$ cat config.mk
export PLATFORM = sky130hd
export DESIGN_NAME = tpi_irq
export DESIGN_NICKNAME = d
export VERILOG_FILES = /design/src/rtl/tpi_pkg.sv /design/src/rtl/tpi_irq.sv /design/src/rtl/tpi_regmem.sv
export SDC_FILE = /design/constraint.sdc
export NUM_CORES = 1
export LEC_CHECK = 0
export ABC_AREA = 1
export BUFFER_PORTS_ARGS = -buffer_cell sky130_fd_sc_hd__buf_2
export CORE_ASPECT_RATIO = 0.9
export CORE_MARGIN = 10
export CORE_UTILIZATION = 65
export CTS_CLUSTER_DIAMETER = 30
export DETAILED_ROUTE_END_ITERATION = 8
export PLACE_DENSITY = 0.85
export SLEW_MARGIN = 15
export SYNTH_ARGS = -nofsm -noshare
export SYNTH_HDL_FRONTEND = slang
export SYNTH_SLANG_ARGS = --single-unit
export TNS_END_PERCENT = 20
$ cat constraint.sdc
create_clock -name i_mclk -period 7.7 [get_ports i_mclk]
set_clock_uncertainty 0.15 [all_clocks]
set_input_delay 0.385 -clock i_mclk [delete_from_list [all_inputs] [get_ports i_mclk]]
set_output_delay 0.385 -clock i_mclk [all_outputs]
set_load 0.02 [all_outputs]
$ cat src/rtl/tpi_pkg.sv
// package: register map, reset values, field layout and state type of the threshold irq block
package tpi_pkg;

  // register byte addresses on the serial register port
  localparam logic [7:0] ADDR_ALS_LO_LOW = 8'h84; // als_low_thresh_low_byte
  localparam logic [7:0] ADDR_ALS_LO_HIGH = 8'h85; // als_low_thresh_high_byte
  localparam logic [7:0] ADDR_ALS_HI_LOW = 8'h86; // als_high_thresh_low_byte
  localparam logic [7:0] ADDR_ALS_HI_HIGH = 8'h87; // als_high_thresh_high_byte
  localparam logic [7:0] ADDR_PROX_LOW = 8'h88; // prox_low_threshold
  localparam logic [7:0] ADDR_PROX_HIGH = 8'h8A; // prox_high_threshold
  localparam logic [7:0] ADDR_PERSIST = 8'h8C; // persistence_filter

  // reset values
  localparam logic [7:0] RST_BYTE = 8'h00; // every threshold byte and the filter
  localparam logic [15:0] RST_WORD = 16'h0000; // active 16-bit thresholds
  localparam logic [5:0] RST_COUNT = 6'h00; // out-of-range counters

  // persistence_filter field positions
  localparam int PROX_PERSISTENCE_FILTER_MSB = 7; // prox_persist_count high bit
  localparam int PROX_PERSISTENCE_FILTER_LSB = 4; // prox_persist_count low bit
  localparam int ALS_PERSISTENCE_FILTER_MSB = 3; // als_persist_code high bit
  localparam int ALS_PERSISTENCE_FILTER_LSB = 0; // als_persist_code low bit

  // persistence decode and counting
  localparam logic [3:0] PERSISTENCE_FILTER_EVERY = 4'h0; // interrupt on every result
  localparam logic [3:0] ALS_PERSISTENCE_FILTER_LINEAR_MAX = 4'h3; // codes up to here count 1:1
  localparam logic [5:0] ALS_PERSISTENCE_FILTER_STEP = 6'h05; // five results per code above that
  localparam logic [5:0] COUNT_MAX = 6'h3F; // counters stop here instead of wrapping

  // register memory geometry: index is the low nibble of the address
  localparam int MEM_DEPTH = 16;
  localparam logic [3:0] MEM_PAGE = 4'h8; // high nibble shared by all registers

  // whole state of the top module
  typedef struct packed {
    logic [7:0] als_lo_buf; // pending low byte of the low threshold
    logic [15:0] als_lo_thr; // active als low threshold
    logic [7:0] als_hi_buf; // pending low byte of the high threshold
    logic [15:0] als_hi_thr; // active als high threshold
    logic [7:0] prox_lo_thr; // prox_low_threshold
    logic [7:0] prox_hi_thr; // prox_high_threshold
    logic [7:0] persistence_filter; // persistence_filter
    logic [5:0] als_cnt; // consecutive out-of-range photopic results
    logic [5:0] prox_cnt; // consecutive out-of-range proximity results
    logic als_flag; // als_irq_flag
    logic prox_flag; // prox_irq_flag
    logic int_n; // interrupt pin, active low
  } tpi_state_t;

  // whole state of the register memory
  typedef struct packed {
    logic [MEM_DEPTH-1:0][7:0] mem; // readback bytes
    logic [7:0] rdata; // registered read data
    logic rvalid; // read answer strobe
  } tpi_mem_t;

endpackage : tpi_pkg

$ cat src/rtl/tpi_irq.sv
// threshold compare and persistence filter interrupt logic for als and proximity results
//
// How it works
// - als result below low threshold sets flag
// - als result above high threshold sets flag
// - enabled als flag drives interrupt pin
// - low byte buffered, latched with high byte
// - prox result below low threshold sets flag
// - prox result above high threshold sets flag
// - enabled prox flag drives interrupt pin
// - prox persistence code is count, zero every
// - als code decodes to 0,1,2,3,5..60 results
// - prox flag when run count equals setting
// - in-range prox result clears its counter
// - als flag when run count equals setting
// - in-range als result clears its counter
// - als low threshold low byte at 0x84
`timescale 1ns/1ps
module tpi_irq (
  input wire logic i_mclk,
  input wire logic i_rstn,
  // register port from the serial interface
  input wire logic i_reg_wr,
  input wire logic i_reg_rd,
  input wire logic [7:0] i_reg_addr,
  input wire logic [7:0] i_reg_wdata,
  output logic [7:0] o_reg_rdata,
  output logic o_reg_rvalid,
  // conversion results
  input wire logic i_als_valid,
  input wire logic [15:0] i_als_result,
  input wire logic i_prox_valid,
  input wire logic [7:0] i_prox_result,
  // enables and flag clears from the status and enable logic
  input wire logic i_als_irq_enable,
  input wire logic i_prox_irq_enable,
  input wire logic i_als_irq_clr,
  input wire logic i_prox_irq_clr,
  // flags and pin
  output logic o_als_irq_flag,
  output logic o_prox_irq_flag,
  output logic o_int_n
);
  import tpi_pkg::*;

  tpi_state_t s; // current state
  tpi_state_t next_s; // next state

  logic [3:0] als_code; // als_persist_code field
  logic [3:0] prox_code; // prox_persist_count field
  logic [5:0] als_need; // decoded als run length
  logic [5:0] prox_need; // prox run length
  logic als_below; // photopic result under low threshold
  logic als_above; // photopic result over high threshold
  logic als_oor; // photopic out of range
  logic prox_below; // proximity result under low threshold
  logic prox_above; // proximity result over high threshold
  logic prox_oor; // proximity out of range
  logic [5:0] als_cnt_up; // saturating increment of als counter
  logic [5:0] prox_cnt_up; // saturating increment of prox counter
  logic als_fire; // als interrupt condition this cycle
  logic prox_fire; // prox interrupt condition this cycle
  logic reg_mapped; // address hits a documented register

  ////////////////////////////////////////////////////////////////////////////////
  // als persistence decode: 0..3 count one for one, above that five per step
  function automatic logic [5:0] tpi_als_need(input logic [3:0] code);
    logic [5:0] steps;
    steps = 6'(code) - 6'(ALS_PERSISTENCE_FILTER_LINEAR_MAX);
    if (code <= ALS_PERSISTENCE_FILTER_LINEAR_MAX) begin
      tpi_als_need = 6'(code);
    end else begin
      tpi_als_need = 6'(steps * ALS_PERSISTENCE_FILTER_STEP);
    end
  endfunction : tpi_als_need

  ////////////////////////////////////////////////////////////////////////////////
  // compare and run-length logic, both channels
  always_comb begin
    als_code = s.persistence_filter[ALS_PERSISTENCE_FILTER_MSB:ALS_PERSISTENCE_FILTER_LSB];
    prox_code = s.persistence_filter[PROX_PERSISTENCE_FILTER_MSB:PROX_PERSISTENCE_FILTER_LSB];
    als_need = tpi_als_need(als_code);
    prox_need = 6'(prox_code);
    // strict compares: equal to a threshold counts as inside
    als_below = i_als_result < s.als_lo_thr;
    als_above = i_als_result > s.als_hi_thr;
    als_oor = als_below || als_above;
    prox_below = i_prox_result < s.prox_lo_thr;
    prox_above = i_prox_result > s.prox_hi_thr;
    prox_oor = prox_below || prox_above;
    // a long run would otherwise wrap and fire again spuriously
    als_cnt_up = (s.als_cnt == COUNT_MAX) ? COUNT_MAX : 6'(s.als_cnt + 6'h01);
    prox_cnt_up = (s.prox_cnt == COUNT_MAX) ? COUNT_MAX : 6'(s.prox_cnt + 6'h01);
    // code zero fires on every result, in range or not
    // code one fires on every out-of-range result, even deep in a saturated run,
    // so a flag cleared in the middle of a long excursion comes straight back
    als_fire = i_als_valid && ((als_code == PERSISTENCE_FILTER_EVERY) || (als_oor &&
               ((als_cnt_up == als_need) || (als_need == 6'h01))));
    prox_fire = i_prox_valid && ((prox_code == PERSISTENCE_FILTER_EVERY) || (prox_oor &&
                ((prox_cnt_up == prox_need) || (prox_need == 6'h01))));
  end

  ////////////////////////////////////////////////////////////////////////////////
  // next state: registers, counters, flags and pin
  always_comb begin
    next_s = s;
    // register writes; only the high byte moves an active 16-bit threshold
    if (i_reg_wr) begin
      case (i_reg_addr)
        ADDR_ALS_LO_LOW: next_s.als_lo_buf = i_reg_wdata;
        ADDR_ALS_LO_HIGH: next_s.als_lo_thr = {i_reg_wdata, s.als_lo_buf};
        ADDR_ALS_HI_LOW: next_s.als_hi_buf = i_reg_wdata;
        ADDR_ALS_HI_HIGH: next_s.als_hi_thr = {i_reg_wdata, s.als_hi_buf};
        ADDR_PROX_LOW: next_s.prox_lo_thr = i_reg_wdata;
        ADDR_PROX_HIGH: next_s.prox_hi_thr = i_reg_wdata;
        ADDR_PERSIST: next_s.persistence_filter = i_reg_wdata;
        default: next_s.persistence_filter = s.persistence_filter; // unmapped writes are dropped
      endcase
    end
    // run counters move only on a new result
    if (i_als_valid) begin
      next_s.als_cnt = als_oor ? als_cnt_up : RST_COUNT;
    end
    if (i_prox_valid) begin
      next_s.prox_cnt = prox_oor ? prox_cnt_up : RST_COUNT;
    end
    // sticky flags; a new event in the clear cycle wins over the clear
    if (i_als_irq_clr) begin
      next_s.als_flag = 1'b0;
    end
    if (als_fire) begin
      next_s.als_flag = 1'b1;
    end
    if (i_prox_irq_clr) begin
      next_s.prox_flag = 1'b0;
    end
    if (prox_fire) begin
      next_s.prox_flag = 1'b1;
    end
    // pin is low while any enabled flag is set
    next_s.int_n = !((next_s.als_flag && i_als_irq_enable) ||
                     (next_s.prox_flag && i_prox_irq_enable));
  end

  // state register, synchronous active-low reset
  always_ff @(posedge i_mclk) begin
    if (!i_rstn) begin
      s <= '{als_lo_buf: RST_BYTE, als_lo_thr: RST_WORD, als_hi_buf: RST_BYTE,
             als_hi_thr: RST_WORD, prox_lo_thr: RST_BYTE, prox_hi_thr: RST_BYTE,
             persistence_filter: RST_BYTE, als_cnt: RST_COUNT, prox_cnt: RST_COUNT,
             als_flag: 1'b0, prox_flag: 1'b0, int_n: 1'b1};
    end else begin
      s <= next_s;
    end
  end

  ////////////////////////////////////////////////////////////////////////////////
  // readback lives in the byte memory; logic above keeps the active copies
  always_comb begin
    reg_mapped = (i_reg_addr == ADDR_ALS_LO_LOW) || (i_reg_addr == ADDR_ALS_LO_HIGH) ||
                 (i_reg_addr == ADDR_ALS_HI_LOW) || (i_reg_addr == ADDR_ALS_HI_HIGH) ||
                 (i_reg_addr == ADDR_PROX_LOW) || (i_reg_addr == ADDR_PROX_HIGH) ||
                 (i_reg_addr == ADDR_PERSIST);
  end

  tpi_regmem u_regmem (
    .i_mclk(i_mclk),
    .i_rstn(i_rstn),
    .i_wr(i_reg_wr && reg_mapped),
    .i_idx(i_reg_addr[3:0]),
    .i_wdata(i_reg_wdata),
    .i_rd(i_reg_rd),
    .i_rd_mapped(reg_mapped),
    .o_rdata(o_reg_rdata),
    .o_rvalid(o_reg_rvalid)
  );

  assign o_als_irq_flag = s.als_flag;
  assign o_prox_irq_flag = s.prox_flag;
  assign o_int_n = s.int_n;
endmodule : tpi_irq

$ cat src/rtl/tpi_regmem.sv
// register readback memory of the threshold irq block
`timescale 1ns/1ps
module tpi_regmem (
  input wire logic i_mclk,
  input wire logic i_rstn,
  input wire logic i_wr,
  input wire logic [3:0] i_idx,
  input wire logic [7:0] i_wdata,
  input wire logic i_rd,
  input wire logic i_rd_mapped,
  output logic [7:0] o_rdata,
  output logic o_rvalid
);
  import tpi_pkg::*;

  tpi_mem_t s; // current state
  tpi_mem_t next_s; // next state
  logic [MEM_DEPTH-1:0][7:0] next_mem; // per-entry next byte

  ////////////////////////////////////////////////////////////////////////////////
  // one write port: each entry loads only when addressed
  for (genvar e = 0; e < MEM_DEPTH; e++) begin : g_entry
    assign next_mem[e] = (i_wr && (i_idx == 4'(e))) ? i_wdata : s.mem[e];
  end

  ////////////////////////////////////////////////////////////////////////////////
  // read answers one cycle after the strobe; unmapped bytes read as zero
  always_comb begin
    next_s = s;
    next_s.mem = next_mem;
    next_s.rvalid = i_rd;
    if (i_rd) begin
      next_s.rdata = i_rd_mapped ? s.mem[i_idx] : RST_BYTE;
    end
  end

  // synchronous reset clears every byte to its documented default
  always_ff @(posedge i_mclk) begin
    if (!i_rstn) begin
      s <= '0;
    end else begin
      s <= next_s;
    end
  end

  assign o_rdata = s.rdata;
  assign o_rvalid = s.rvalid;

endmodule : tpi_regmem
==> results of run 1 <==
[worst min path at each step]
stage                                from  depth (start not counted)           endpoint
after global routing             i_reg_rd                          3  u_regmem.o_rvalid
after global placement     u_regmem.s[37]                          2     u_regmem.s[37]
after CTS                        i_reg_rd                          3  u_regmem.o_rvalid
after floorplan           u_regmem.s[119]                          2    u_regmem.s[119]
after detailed placement   u_regmem.s[87]                          2     u_regmem.s[87]
final                       i_als_irq_clr                          4     o_als_irq_flag
[critical path, cell delays in order, from the launching register on]
cell     delay (ns)
dfxtp_1        0.38
inv_1          0.13
ha_1           0.35
ha_1           0.31
ha_1           0.19
inv_1          0.06
fa_1           0.41
nor2_1         0.21
inv_1          0.06
nand2_1        0.07
nand2_1        0.05
nor2_1         0.10
nand2_1        0.06
nor2_1         0.08
nand3_1        0.07
nand2_1        0.06
nand2_1        0.05
nand2_1        0.06
nand2_1        0.06
nand2_1        0.06
nand2_1        0.04
nand2_1        0.05
nand2_1        0.05
[area by class of cell]
class,count,area [um^2]
sequential,224,4480
multi-input combinational,776,4210
fill,1058,3340
clock buffer,44,1030
inverter,209,785
timing repair buffer,69,373
tap,198,248
clock inverter,21,235
[what timing repair did]
action                                  4_1_cts  5_1_grt
hold buffers                                  2        0
endpoints found under the setup margin        0        0
endpoints found under the hold margin         2        0
[cells by family after synthesis]
| kind of cell | synth area share (%) |
|---|---|
| and+or+nand+nor | 17.0 |
| AOI/OAI and AO/OA | 18.7 |
| buffers and inverters | 10.9 |
| DFF | 46.0 |
| adders and majority gates | 7.13 |
| xor gates and xnor gates | 0.359 |
[power by group]
part / leakage, uW / switching [uW] / internal [uW]
clock network: 0.000613 / 563 / 1090
logic: 0.00271 / 112 / 55.0
registers: 0.00181 / 3.60 / 1170
total: 0.00513 / 678 / 2320
[synth_stat cells (2+ instances only)]
cell	instances	share of area, %
dfxtp_1	224	46
a22o_1	2	0.18
buf_1	4	0.15
clkbuf_1	44	1.7
o21ai_0	64	3.3
a31oi_1	2	0.13
o21a_1	2	0.15
buf_4	9	0.69
o22ai_1	15	0.96
inv_2	2	0.077
a22oi_1	21	1.6
nor2_2	4	0.26
and3_1	7	0.45
xnor2_1	3	0.27
ha_1	54	6.9
a21oi_1	164	8.4
a211oi_1	8	0.62
nand3b_1	3	0.23
nand3_1	33	1.7
o211ai_1	2	0.15
nand2_1	202	7.8
o31ai_1	15	1.2
nand4_1	5	0.32
o221ai_1	15	1.3
buf_2	6	0.31
clkinv_1	3	0.12
inv_1	204	7.8
nor2_1	96	3.7
nor3_1	40	2.1
o21ai_1	9	0.46
[metrics by stage]
stage	worst slack [ns]	cell area, um^2	hold slack [ns]
2_1_floorplan	4.78	9760	0.257
3_3_place_gp	4.41	10100	0.263
3_5_place_dp	4.22	10100	0.266
4_1_cts	4.44	11400	0.00923
5_1_grt	4.16	11400	0.0319
6_report	4.46	11400	0.0212
[registers in the layout, indices dropped and copies added (netlist names)]
register	count
als_code	4
o_als_irq_flag	1
o_int_n	1
o_prox_irq_flag	1
prox_code	4
s	76
u_regmem.o_rdata	8
u_regmem.o_rvalid	1
u_regmem.s	128
[routing by layer]
metal	global-route usage [%]	share of wire, %	vias up
li1	-	-	4280
met1	31.8	42	3966
met2	39.2	46	385
met3	5.95	10	59
met4	8.12	2.5	0
met5	0	0	-
==> metrics.txt, run 1 <==
status=completed; required time worst endpoint=7.92 ns; main flop type after synthesis=dfxtp_1; RR Endpoint=o_int_n; Post-synth ARST share=0%; Initial DRT Pass Iterations=7; Initial Utilization=66.3%; register bit count reported by yosys=224; postcts setup bufs=0; vias in the first global route=8333; Skew-Pair Late Insertion Delay=0.51 ns; total track usage=24.5%; RSZ-0062 raised after global routing=no; maxcap violations=0; VDD IR max=215 uV; Max FO, Critical Path=5; GRT Residual Overflow=0; placed cell count=1474; # IOs=62; CP startpoint kind=register; final wirelength=25.1 mm; HP Class=in -> reg; Worst Path Class, Setup=reg -> reg; crit path to=o_int_n; reg2reg path depth=22; die area=0.0203 mm^2; most common cell after layout, fill and taps aside=dfxtp_1; clk sinks=224; Max Clock Freq=308 MHz; total power=2990 uW; Core Area=0.0147 mm^2; yosys warns=0; LEAKAGE=0.00513 uW; Die W=149 um; routed length per instance=16.3 um; critical path capture point type=register; EDFF count, synth=0; Syn Area/Cell=7.67 um^2; Post-Syn Area=0.00976 mm^2; clock buffer depth=3; max-slew violations=0; DRC violations left=0; Worst Max-Slew Pin Slew=1.11 ns; first-pass GRT wire length=40.8 mm; initial antenna violation count=0; row count=42; Syn-to-layout area delta=16.6%; final setup fails=0; r2r setup slk=4.46 ns; ANT cells=0; largest net degree at the start of global routing=86; H-tree depth=2; CTS Root Buffer Type=clkbuf_16; worst endpoint data arrival time=3.46 ns; antenna viol nets, final=0; Die Y=136 um; Initial DRC Count=827; fin nets=1423; post-route setup TNS=0 ns; CTS buffer count=38; final hold viol count=0; Worst R2R Start=als_code[0]; post-synth net total=1377; CTS resizes=0; Rel. slew slack=25.8%; Distinct cells, synth=40; DP Wirelength=16.8 mm; CTS tree=done; Worst setup startpoint=als_code[0]; Cells after Synth=1272; post-synthesis sequential area ratio=46.0%; commonest non-fill, non-tap cells in the layout=dfxtp_1, inv_1, nand2_1; Tmin final=3.24 ns; post-route clock period utilization=42.1%; port bufs=61; Final GP Congestion=0.873; pwr dens=263 mW/mm^2; Vias=8690; Finished Layout Cells=1541; layout cells sized above 1=10.5%; Reg clk slew, reported paths=0.05 ns; Core Util, Final=77.3%; Vias per Instance=5.64
No activity file was read; power rests on OpenSTA's default activity.
==> inputs of run 2 (changes only) <==
CORE_UTILIZATION = 55   (was 65)
PLACE_DENSITY = 0.76   (was 0.85)
clock period = 2.7 ns   (was 7.7 ns; I/O delays follow)
==> run 2 against run 1 <==
  * The run now ends with setup timing left
  * Die area grew 16%
  * Combinational power rose to 3.2 times the previous value
  * First-iteration DRC count decreased by 8.0%
  * Core utilization is 8.3 points lower
  * Sequential cell count did not move
  * Routed wire length is 3.2% higher
  * Global-route usage down 3.0 points
  * Sequential power grew to 2.8 times the previous value
  * Maximum frequency grew 12%
  * Critical path type unchanged
  * Critical endpoint unchanged
  * Largest power group unchanged
==> metrics.txt, run 2 (synthesis gave the netlist of run 1 again) <==
final wirelength=25.9 mm (+3.2%); Filler cells=1416 (+34%); total power=8800 uW (+190%); CTS tree=done; Final GP Congestion=0.912 (+4.4%); Max FO, Critical Path=4 (-1); Vias per Instance=5.41 (-4.1%); port bufs=61 (unchanged); Syn-to-layout area delta=23.7%; clock buffer depth=3 (unchanged); Tmin final=2.88 ns (-0.359 ns); # IOs=62 (unchanged); largest stage delay on the critical path=0.51 ns (+0.10 ns); Biggest register=u_regmem.s; Finished Layout Cells=1641 (+6.5%); Seq pwr share=37.9% (-1.2 points); status=finished with violations; cell repeated most along the worst path=nand2_1; H-tree depth=2 (unchanged); Core Area=0.0175 mm^2 (+19%); clk sinks=224 (unchanged); HP Class=in -> reg; antenna viol nets, final=0 (unchanged); required time worst endpoint=2.93 ns (-4.99 ns); Logic pwr share=6.0% (+0.4 points); critical path capture point type=register; CP bufs+invs=2 (-1); Vias=8873 (+2.1%); commonest non-fill, non-tap cells in the layout=dfxtp_1, inv_1, nand2_1; slowest CP cell=fa_1; die area=0.0235 mm^2 (+16%); Initial DRC Count=761 (-8.0%); VDD IR max=530 uV (+150%); Worst R2R Start=als_code[0]; final setup fails=2 (+2); Skew-Pair Late Insertion Delay=0.51 ns (about the same); pwr dens=729 mW/mm^2 (+180%); largest net degree at the start of global routing=61 (-29%); Clock power frac=56.2% (+0.8 points); number of flip-flops in the largest register=128 (unchanged); DRC violations left=0 (unchanged); LEAKAGE=0.00544 uW (+6.0%); CTS buffer count=39 (+2.6%); failing checks=setup timing; Int Power=6720 uW (+190%); maxcap violations=0 (unchanged); layout cells sized above 1=14.3% (+3.8 points); initial antenna violation count=0 (unchanged); delay-heaviest family, CP=adder cells; routed length per instance=15.8 um (-3.1%); Initial DRT Pass Iterations=5 (-2); Worst Path Class, Setup=reg -> reg; Max Clock Freq=347 MHz (+12%); vias in the first global route=8395 (+0.74%); row count=46 (+9.5%); DP Wirelength=17.6 mm (+4.3%); Die W=160 um (+7.5%); hold_sp=i_reg_addr[2]; max-slew violations=0 (unchanged); switching part of the total=23.7% (+1.1 points); final hold viol count=0 (unchanged); CP startpoint kind=register; most common cell after layout, fill and taps aside=dfxtp_1; Worst setup startpoint=als_code[0]; placed cell count=1544 (+4.7%); post-route clock period utilization=107% (+65 points); Initial Utilization=55.8% (-11 points); Reg clk slew, reported paths=0.06 ns (about the same); ANT cells=0 (unchanged); fin nets=1477 (+3.8%); Rel. slew slack=38.4% (+13 points); worst endpoint data arrival time=3.11 ns (-0.35 ns); first-pass GRT wire length=42.5 mm (+4.2%); Die Y=146 um (+7.4%); RSZ-0062 raised after global routing=yes; total track usage=21.5% (-3.0 points); P_sw=2090 uW (+210%); CTS Root Buffer Type=clkbuf_16; GRT Residual Overflow=0 (unchanged); CP cell instances=ha_4, xnor2_2, ha_2, ha_4, inv_2, fa_1, nor2_2, buf_4, nor4_1, nand3_1, nand2_1, nand2_1, nand2_1, nand2_1, nand2_1, nand2_1, nand2_1, nand2_1; slack of the critical path=-0.184 ns (-4.64 ns); Worst Max-Slew Pin Slew=0.921 ns (-0.191 ns)
[run 2: final timing paths]
kind | end | slack (ns) | cells past startpoint
worst max-delay path | o_int_n | -0.18 | 18
worst min-delay path | u_regmem.s[109] | 0.10 | 6
worst max register to register | o_int_n | -0.18 | 18
worst min register to register | u_regmem.s[100] | 0.27 | 2
[run 2: layer usage]
metal | routed length (um) | vias up | global-route usage [%] | share of wire, %
met2 | 11500 | 360 | 33.9 | 45
met3 | 2120 | 62 | 3.93 | 8.2
met1 | 11600 | 4051 | 29.3 | 45
li1 | - | 4400 | - | -
met5 | 0 | - | 0 | 0
met4 | 634 | 0 | 6.51 | 2.5
[run 2: power by group through the flow]
stage	registers, uW	clock network (uW)	logic (uW)
after floorplan	3400	0	299
after global placement	3400	0	472
after detailed placement	3400	0	480
after CTS	3330	4990	512
after global routing	3330	5170	583
final	3330	4940	527
[run 2: timing repair]
action	4_1_cts	5_1_grt
cloned	0	0
resized for setup	6	16
pin swaps	3	17
setup endpoints to repair	2	8
hold endpoints to repair	58	0
setup buffers	1	2
hold buffers	24	0
[run 2: worst min-delay path: stages]
cell and delay, ns:
buf_2 0.12, nand2_1 0.11, nor2_2 0.07, buf_4 0.15, nor2_1 0.08, nor2_1 0.05
[run 2: area by class of cell]
type | count | area, um^2 | share of cell area [%]
tap | 240 | 300 | 2.49
clock inverter | 26 | 305 | 2.53
clock buffer | 44 | 1030 | 8.57
timing repair buffer | 122 | 826 | 6.84
sequential | 224 | 4490 | 37.2
multi-input combinational | 776 | 4320 | 35.8
inverter | 209 | 790 | 6.54
[run 2: through the flow]
| step | cell area, um^2 | setup WS [ns] | utilization (%) | hold WS [ns] | TNS [ns] |
|---|---|---|---|---|---|
| after detailed placement | 10400 | -0.200 | 59.4 | 0.246 | -0.271 |
| final | 12100 | -0.184 | 69.0 | 0.104 | -0.233 |
| after CTS | 12000 | -0.156 | 68.5 | 0.0881 | -0.192 |
| after global placement | 10400 | -0.111 | 59.4 | 0.248 | -0.111 |
| after floorplan | 9800 | 0.00128 | - | 0.0785 | 0 |
| after global routing | 12100 | -0.460 | 69.0 | 0.143 | -0.847 |
